<file path="config.mk">
export PLATFORM = sky130hd
export DESIGN_NAME = tloe_encoder
export DESIGN_NICKNAME = d
export VERILOG_FILES = /design/src/verilog/tloe_pkg.sv /design/src/verilog/tloe_sync.sv /design/src/verilog/tloe_encoder.sv
export VERILOG_INCLUDE_DIRS = /design/src /design/src/verilog
export SDC_FILE = /design/constraint.sdc
export NUM_CORES = 1
export LEC_CHECK = 0
export BUFFER_PORTS_ARGS = -buffer_cell sky130_fd_sc_hd__buf_2
export CAP_MARGIN = 20
export CORE_AREA = 5 5 42 44
export CTS_BUF_LIST = sky130_fd_sc_hd__clkbuf_4
export DETAILED_ROUTE_END_ITERATION = 10
export DIE_AREA = 0 0 47 49
export HOLD_SLACK_MARGIN = 0.08
export PLACE_DENSITY = 0.65
export SETUP_SLACK_MARGIN = 0.4
export SYNTH_ARGS = -nofsm -noshare
export SYNTH_HDL_FRONTEND = slang
export SYNTH_SLANG_ARGS = --single-unit
</file>
<file path="constraint.sdc">
create_clock -name clock -period 2.5 [get_ports clock]
set_clock_uncertainty 0.15 [all_clocks]
set_input_delay 0.5 -clock clock [delete_from_list [all_inputs] [get_ports clock]]
set_output_delay 0.5 -clock clock [all_outputs]
set_load 0.02 [all_outputs]
</file>
<file path="src/verilog/tloe_defs.svh">
// Constants of the three-level optical line encoder: level codes and timing.
// Assumes a 50 MHz clock; the cycle counts are derived from it here.
`ifndef TLOE_DEFS_SVH
`define TLOE_DEFS_SVH

`define TLOE_CLOCK_HZ 50000000
`define TLOE_PULSE_NS 40
`define TLOE_REPEAT_HZ 300000
// Pulse width rounds down so a pulse never exceeds its nominal length.
`define TLOE_PULSE_CYCLES \
	((`TLOE_PULSE_NS * (`TLOE_CLOCK_HZ / 1000000)) / 1000)
// The repetition interval rounds down as well; 166 cycles at 50 MHz.
`define TLOE_REPEAT_CYCLES (`TLOE_CLOCK_HZ / `TLOE_REPEAT_HZ)
`define TLOE_LEVEL_LOW 2'h0
`define TLOE_LEVEL_MID 2'h1
`define TLOE_LEVEL_HIGH 2'h2

`endif

</file>
<file path="src/verilog/tloe_pkg.sv">
// Types shared by the three-level optical line encoder.
// Assumes tloe_defs.svh supplies the level codes.
`include "tloe_defs.svh"

package tloe_pkg;

	typedef logic [1:0] tloe_level_type;

	typedef struct packed {
		logic data;
		logic mode;
	} tloe_input_type;

	typedef enum logic {
		tloe_idle,
		tloe_pulse
	} tloe_phase_type;

endpackage : tloe_pkg

</file>
<file path="src/verilog/tloe_sync.sv">
// Two-flip-flop synchroniser for the data and mode pins.
// Assumes the pins are asynchronous to clock.
`timescale 1ns/1ps

module tloe_sync (
	input wire logic clock,
	input wire logic reset,
	input wire tloe_pkg::tloe_input_type pins,
	output tloe_pkg::tloe_input_type synced
);
	import tloe_pkg::*;

	tloe_input_type stage;
	tloe_input_type next_stage;
	tloe_input_type next_synced;

	always_comb begin
		next_stage = pins;
		next_synced = stage;
	end

	always_ff @(posedge clock or posedge reset) begin
		if (reset) begin
			stage <= '0;
			synced <= '0;
		end else begin
			stage <= next_stage;
			synced <= next_synced;
		end
	end

endmodule : tloe_sync

</file>
<file path="src/verilog/tloe_encoder.sv">
// Three-level optical line encoder: drives a two-bit optical level code.
// Assumes data and mode are host pins; the data pin holds each level for
// at least 100 ns.
`timescale 1ns/1ps
`include "tloe_defs.svh"

// Function
// Mode low selects three-level, high replica.
// Mid level between pulses; pulse polarity follows data.
// Data edges start pulse trains of matching polarity.
// Pulses about 40 ns, repeating at 300 kHz.
// New train starts immediately with full pulse.
// Data change cuts pulse, starts opposite train.
// Refresh pulses continue without limit while data steady.
// Host holds data levels at least 100 ns.
// Replica mode: high for data high, else low.
// Replica mode needs host-side line coding.
// Two-bit level code; timing by counting cycles.
module tloe_encoder #(
	parameter int pulse_cycles = `TLOE_PULSE_CYCLES,
	parameter int repeat_cycles = `TLOE_REPEAT_CYCLES
) (
	input wire logic clock,
	input wire logic reset,
	input wire logic data,
	input wire logic mode,
	output tloe_pkg::tloe_level_type level
);
	import tloe_pkg::*;

	tloe_input_type pins;
	tloe_input_type synced;
	logic last_data;
	logic next_last_data;
	tloe_phase_type phase;
	tloe_phase_type next_phase;
	logic [7:0] count;
	logic [7:0] next_count;
	tloe_level_type next_level;
	logic data_edge;

	assign pins = '{data: data, mode: mode};

	tloe_sync sync_inst (
		.clock(clock),
		.reset(reset),
		.pins(pins),
		.synced(synced)
	);

	assign data_edge = synced.data != last_data;

	// The count runs over the whole repetition interval; the pulse occupies
	// its first cycles. A data edge restarts the interval at zero.
	always_comb begin
		next_last_data = synced.data;
		next_phase = phase;
		next_count = count;
		next_level = `TLOE_LEVEL_MID;
		if (data_edge) begin
			next_count = 8'h00;
			next_phase = tloe_pulse;
		end else if (count == 8'(repeat_cycles - 1)) begin
			next_count = 8'h00;
			next_phase = tloe_pulse;
		end else begin
			next_count = count + 8'h01;
			if (count == 8'(pulse_cycles - 1)) begin
				next_phase = tloe_idle;
			end
		end
		if (synced.mode) begin
			// Replica mode ignores the pulse machine entirely.
			next_level = synced.data ? `TLOE_LEVEL_HIGH : `TLOE_LEVEL_LOW;
		end else begin
			case (next_phase)
				tloe_pulse: begin
					next_level = synced.data ? `TLOE_LEVEL_HIGH
						: `TLOE_LEVEL_LOW;
				end
				tloe_idle: begin
					next_level = `TLOE_LEVEL_MID;
				end
				default: begin
					next_level = `TLOE_LEVEL_MID;
				end
			endcase
		end
	end

	always_ff @(posedge clock or posedge reset) begin
		if (reset) begin
			last_data <= 1'b0;
			phase <= tloe_idle;
			count <= 8'h00;
			level <= `TLOE_LEVEL_MID;
		end else begin
			last_data <= next_last_data;
			phase <= next_phase;
			count <= next_count;
			level <= next_level;
		end
	end

	// Assertion helper: how many cycles the output has stood at one
	// excursion level that the three-level path produced. Counting the
	// registered output rather than the phase also catches a pulse that
	// the next-state logic stretches by mistake.
	logic level_coded;
	logic next_level_coded;
	logic [7:0] excursion_run;
	logic [7:0] next_excursion_run;

	always_comb begin
		next_level_coded = !synced.mode;
		next_excursion_run = 8'h00;
		if (next_level_coded && next_level != `TLOE_LEVEL_MID) begin
			if (level_coded && next_level == level) begin
				next_excursion_run = excursion_run + 8'h01;
			end else begin
				next_excursion_run = 8'h01;
			end
		end
	end

	always_ff @(posedge clock or posedge reset) begin
		if (reset) begin
			level_coded <= 1'b0;
			excursion_run <= 8'h00;
		end else begin
			level_coded <= next_level_coded;
			excursion_run <= next_excursion_run;
		end
	end

	property p_edge_pulse;
		@(posedge clock) disable iff (reset)
		(!synced.mode && data_edge) |=>
			(level == (synced.data ? `TLOE_LEVEL_HIGH : `TLOE_LEVEL_LOW));
	endproperty
	a_edge_pulse: assert property (p_edge_pulse)
		else $error("Pulse did not start on data edge.");

	property p_full_pulse;
		@(posedge clock) disable iff (reset)
		(!synced.mode && data_edge) ##1 (!data_edge && !synced.mode) [*2]
			|-> (level != `TLOE_LEVEL_MID);
	endproperty
	a_full_pulse: assert property (p_full_pulse)
		else $error("Pulse shorter than full duration.");

	property p_pulse_ends;
		@(posedge clock) disable iff (reset)
		(phase == tloe_pulse && count == 8'(pulse_cycles - 1) && !data_edge
			&& !synced.mode) |=> (level == `TLOE_LEVEL_MID);
	endproperty
	a_pulse_ends: assert property (p_pulse_ends)
		else $error("Pulse exceeded its width.");

	property p_repeat;
		@(posedge clock) disable iff (reset)
		(count == 8'(repeat_cycles - 1) && !data_edge && !synced.mode
			&& $stable(synced.data)) |=> (level != `TLOE_LEVEL_MID);
	endproperty
	a_repeat: assert property (p_repeat)
		else $error("Refresh pulse not repeated.");

	property p_replica;
		@(posedge clock) disable iff (reset)
		synced.mode |=> (level == ($past(synced.data) ? `TLOE_LEVEL_HIGH
			: `TLOE_LEVEL_LOW));
	endproperty
	a_replica: assert property (p_replica)
		else $error("Replica level wrong.");

	property p_polarity;
		@(posedge clock) disable iff (reset)
		(!synced.mode && level == `TLOE_LEVEL_HIGH) |-> $past(synced.data);
	endproperty
	a_polarity: assert property (p_polarity)
		else $error("Pulse polarity against data.");

	property p_restart;
		@(posedge clock) disable iff (reset)
		data_edge |=> (count == 8'h00);
	endproperty
	a_restart: assert property (p_restart)
		else $error("Train not restarted on data change.");

	property p_mode_low;
		@(posedge clock) disable iff (reset)
		(!synced.mode && phase == tloe_idle && !data_edge
			&& count != 8'(repeat_cycles - 1)) |=> (level == `TLOE_LEVEL_MID);
	endproperty
	a_mode_low: assert property (p_mode_low)
		else $error("Mid level missing in three-level mode.");

	property p_cut_pulse;
		@(posedge clock) disable iff (reset)
		(!synced.mode && data_edge && level != `TLOE_LEVEL_MID)
			|=> (level != `TLOE_LEVEL_MID && level != $past(level));
	endproperty
	a_cut_pulse: assert property (p_cut_pulse)
		else $error("Pulse not cut on data change.");

	property p_count_range;
		@(posedge clock) disable iff (reset)
		count <= 8'(repeat_cycles - 1);
	endproperty
	a_count_range: assert property (p_count_range)
		else $error("Interval count out of range.");

	property p_replica_level;
		@(posedge clock) disable iff (reset)
		synced.mode |=> (level != `TLOE_LEVEL_MID);
	endproperty
	a_replica_level: assert property (p_replica_level)
		else $error("Mid level in replica mode.");

	property p_pulse_width;
		@(posedge clock) disable iff (reset)
		excursion_run <= 8'(pulse_cycles);
	endproperty
	a_pulse_width: assert property (p_pulse_width)
		else $error("Excursion stood longer than a pulse.");

	c_rise: cover property (@(posedge clock) disable iff (reset)
		!synced.mode && data_edge && synced.data);
	c_fall: cover property (@(posedge clock) disable iff (reset)
		!synced.mode && data_edge && !synced.data);
	c_repeat: cover property (@(posedge clock) disable iff (reset)
		!synced.mode && count == 8'(repeat_cycles - 1));
	c_replica: cover property (@(posedge clock) disable iff (reset)
		synced.mode && level == `TLOE_LEVEL_HIGH);
	c_cut: cover property (@(posedge clock) disable iff (reset)
		!synced.mode && data_edge && level != `TLOE_LEVEL_MID);

endmodule : tloe_encoder

</file>
Word level (Yosys, flattened, before mapping)
Cells that the tools add are included.
{"block": "totals", "ff_bits": 16, "input_bits": 4, "out_inout_bits": 2, "wordCells": 21}
{"block": "classes", "n_addsub": 1, "n_eq_ne": 3, "muxes": 8, "bitwise_logic": 1}
{"cell": "2-to-1 mux 8 bit", "n": 2}
{"cell": "adder 8 x 1 -> 8 bit, second input constant", "n": 1}
{"cell": "== test 8 x 1 -> 1 bit, second input constant", "n": 1}
{"cell": "== test 8 bit, second input constant", "n": 1}
{"cell": "2-to-1 mux 2 bit", "n": 2}
{"cell": "case mux 2 bit (2 select lines)", "n": 1}
{"cell": "2-to-1 mux 1 bit", "n": 3}
{"cell": "inequality test 1 bit", "n": 1}
{"cell": "NOT 1 bit", "n": 1}

Longest topological paths before layout
{"block": "depth", "depth_word": 7, "ltp_mapped": 6, "mapped_depth_nobuf": 5}

By module
From an unflattened synthesis, not the netlist that was laid out.
{"block": "unflattened", "cells_unflattened": 53, "area_unflattened_um2": 625.6}
{"mod": "tloe_encoder", "instances": 1, "cells_each": 48, "area_per_inst_um2": 521.8, "seq_area_each_um2": 301.5}
{"mod": "tloe_sync", "instances": 1, "cells_each": 5, "area_per_inst_um2": 103.8, "seq_area_each_um2": 100.1}

Least setup slack after synthesis
No wires, ideal clock.
{"block": "synth_path", "kind": "reg-to-reg", "startpoint": "reg count[1]", "endpoint": "reg level[1]", "setup_ns": 0.124, "arrival_time_ns": 1.571, "required_time_ns": 2.226, "path_slack_ns": 0.655, "stages_incl_launch_ff": 6, "path_buffers": 0, "synth_period_minus_slack_ns": 1.845, "path_cell_list": "dfrtp_1 > inv_1 > ha_1 > or4b_1 > o41a_1 > o31a_1"}
{"block": "synth_between", "elab_chain_len": 7, "elab_cells_between_ends": 8, "cone_classes": "2 x eq/ne; 5 x mux; 1 x bitwise"}
{"item": "start: declaration", "line_no": "tloe_encoder.sv:37", "rtl": "logic [7:0] count;"}
{"item": "start signal: assignment", "line_no": "tloe_encoder.sv:100", "rtl": "count <= next_count;"}
{"item": "== test 8 x 1 -> 1 bit", "line_no": "tloe_encoder.sv:68", "rtl": "if (count == 8'(pulse_cycles - 1)) begin"}
{"item": "2-to-1 mux 1 bit", "line_no": "tloe_encoder.sv:68"}
{"item": "2-to-1 mux 1 bit (*)", "line_no": "tloe_encoder.sv:63", "rtl": "end else if (count == 8'(repeat_cycles - 1)) begin"}
{"item": "2-to-1 mux 1 bit (*)", "line_no": "tloe_encoder.sv:60", "rtl": "if (data_edge) begin"}
{"item": "NOT 1 bit", "line_no": "tloe_encoder.sv:76", "rtl": "case (next_phase)"}
{"item": "case mux 2 bit (2 select lines) (*)", "line_no": "tloe_encoder.sv:76"}
{"item": "2-to-1 mux 2 bit (*)", "line_no": "tloe_encoder.sv:72", "rtl": "if (synced.mode) begin"}
{"item": "net next_level[1]", "line_no": "tloe_encoder.sv:39", "rtl": "tloe_level_type next_level;"}
{"item": "end signal: assignment", "line_no": "tloe_encoder.sv:96", "rtl": "level <= `TLOE_LEVEL_MID;"}
{"item": "end signal: assignment", "line_no": "tloe_encoder.sv:101", "rtl": "level <= next_level;"}
{"item": "end: declaration", "line_no": "tloe_encoder.sv:27", "rtl": "output tloe_pkg::tloe_level_type level"}
Mark *: on every way through the listed nets, which the timed path passes. The rest lies on a longest branch.

Final worst setup path
Same ends and word-level chain as after synthesis.

==> reports/qor.yml <==
sta:
  final-hold-violation-count: 0
  timing.fmax_mhz: 516
  setup_violations: 0
  fin_crit_ns: 1.94
  max_slew_margin_pct: 60.7
  slew_viol_final: 0
  rsz0062_at_grt: "false"
  layout_setup_ws_ns: 0.562
  holdWs_ns: 0.113
  worst_slew_pin_slew_ns: 0.589
  finalSetupTns_ns: 0
  post-route-period-util_pct: 77.5
power_and_ir_drop:
  ir_drop_uv: 419
  power_density_nw_per_um2: 692
  p_leak_nw: 0.309
  fin_total_pwr_mw: 0.486
place:
  gp_congestion: 0.726
  place_ws_ns: 0.580
  port_buffers: 5
  dpl_cell_area_sq_um: 677
  hpwl_um: 696
  dp_cells: 74
clocking:
  cts_max_path_buffers: 2
  cts_tree: "done"
  clk_pin_slew_ns: 0.09
  cts_sinks: 16
  ctsHtreeMaxLevel: 1
  clk_latency_ns: 0.28
  root_buffer: "clkbuf_4"
  cts.hold.buffers_added: 0
  cts_buffers: 3
  cts_setup_buffers: 0
  ctsResizeCount: 0
floorplan:
  ios: 6
  rows: 14
  die_x_um: 47
  die_h_um: 49
  core_area_sq_um: 1400
  initial_utilization_pct: 44.4
  die_area_sq_um: 2300
critical_path:
  crit_chain: "inv_1 > ha_1 > or4b_1 > o41a_1 > o31a_1"
  cp_slowest_cell: "or4b_1"
  worstPathArrival_ns: 1.96
  critical_path_class: "reg2reg"
  cpPeakStageDelay_ns: 0.45
  critPathBufInv: 1
  cp-start-kind: "flip-flop"
  cp_max_fo: 5
  crit_family: "compound AO/OA/AOI/OAI gates"
  crit_required_ns: 2.53
  end_kind: "flip-flop"
synthesis:
  syn_nets: 58
  synth.distinct_cells: 19
  avgSynthCellArea_sq_um: 12.0
  seq_area_frac_synth_pct: 64.6
  synth_cells: 52
  syn_area_sq_um: 622
  yosys_warnings: 0
  ys_ff_latch: 16
final_layout:
  synthToLayoutAreaGrowth_pct: 13.1
  fin_cells: 78
  register_area_sq_um: 402
  finish.utilization_pct: 50.2
  fin_area_sq_um: 703
  multi_input_area_sq_um: 208
  diodes: 0
  drive_above_1_share_pct: 17.7
  layout_common_cells: "dfrtp_1, nor2_1, buf_2"
  final_common_cell: "dfrtp_1"
  nFillCells: 134
  nets: 69
global_routing:
  grt_max_degree: 17
  track_usage_pct: 10.6
  grt_pass1_wl_um: 1710
  antenna_found_initial: 0
  grt-ovfl-total: 0
  grt_pass1_vias: 383
route:
  wl_met3_um: 18
  top_layer_used: "met4"
  firstDrtPassIters: 4
  avgViaCountPerCell: 5.08
  avgRoutedWirePerCell_um: 12.6
  wl_um: 984
  drcViolationCount: 0
  wl_met1_um: 449
  wl_met2_um: 488
  antenna_left: 0
  vias: 396
  drt_iter0_drc: 8
run:
  maxCapViolations: 0
outcome:
  run_status: "completed"
min_path:
  hp-class: "in2async"
## worst reg2reg max path: stages, from the launching register on
cell	delay, ns
dfrtp_1	0.43
inv_1	0.08
ha_1	0.12
or4b_1	0.45
o41a_1	0.36
o31a_1	0.25
## routing by layer
metal | vias to the layer above | GRT usage (%)
li1 | 197 | -
met1 | 190 | 13.9
met2 | 7 | 14.7
met3 | 2 | 2.21
met4 | 0 | 8.29
met5 | - | 0
## final cells by class
class	instances	share of cell area (%)
repair buffers	7	5.69
multi-input cells	33	29.5
clock inverters	1	0.534
clock buffers	3	3.20
well taps	16	2.85
inverters	2	1.07
flip-flops and latches	16	57.1
## flip-flops by register name, summed over array words and instances, names as in the netlist
register / count
sync_inst.synced: 2
sync_inst.next_synced: 2
level: 2
last_data: 1
count: 8
phase: 1
## worst paths after layout
kind                                                          from                            endpoint  slack, ns  cells past startpoint
worst max-delay path                            count[1]$_DFF_PP0_                  level[1]$_DFF_PP0_       0.56                      5
worst min-delay path                                         reset                  count[4]$_DFF_PP0_       0.11                      2
worst max register to register                  count[1]$_DFF_PP0_                  level[1]$_DFF_PP0_       0.56                      5
worst min register to register  sync_inst.next_synced[1]$_DFF_PP0_       sync_inst.synced[1]$_DFF_PP0_       0.20                      0
max in group asynchronous                                    reset                  count[6]$_DFF_PP0_       1.70                      2
min in group clock                                            data  sync_inst.next_synced[1]$_DFF_PP0_       0.17                      1
## Yosys cell counts
master	count	area (sq um)
or2_1	1	6.26
dfstp_2	1	26.3
xor2_1	2	17.5
dfrtp_1	15	375
ha_1	2	25.0
or4b_1	1	10.0
nor3_1	1	5.00
inv_1	2	7.51
o41a_1	1	11.3
buf_2	1	5.00
xnor2_1	2	17.5
or3_1	3	18.8
a21oi_1	3	15.0
nor2_1	5	18.8
o21ai_0	4	20.0
nand3_1	4	20.0
o31a_1	1	8.76
nand2_1	2	7.51
nand4_1	1	6.26
## power breakdown
group	switching [mW]	internal, mW
clock network	0.0768	0.0580
logic	0.0322	0.0258
registers	0.0158	0.278
## logic make-up after synthesis
family,synth area share [%]
AOI/OAI and AO/OA,8.85
xor gates and xnor gates,5.63
adders and majority gates,4.02
buffers and inverters,2.01
DFF,64.6
and+or+nand+nor,14.9
No activity file was read; power rests on OpenSTA's default activity.
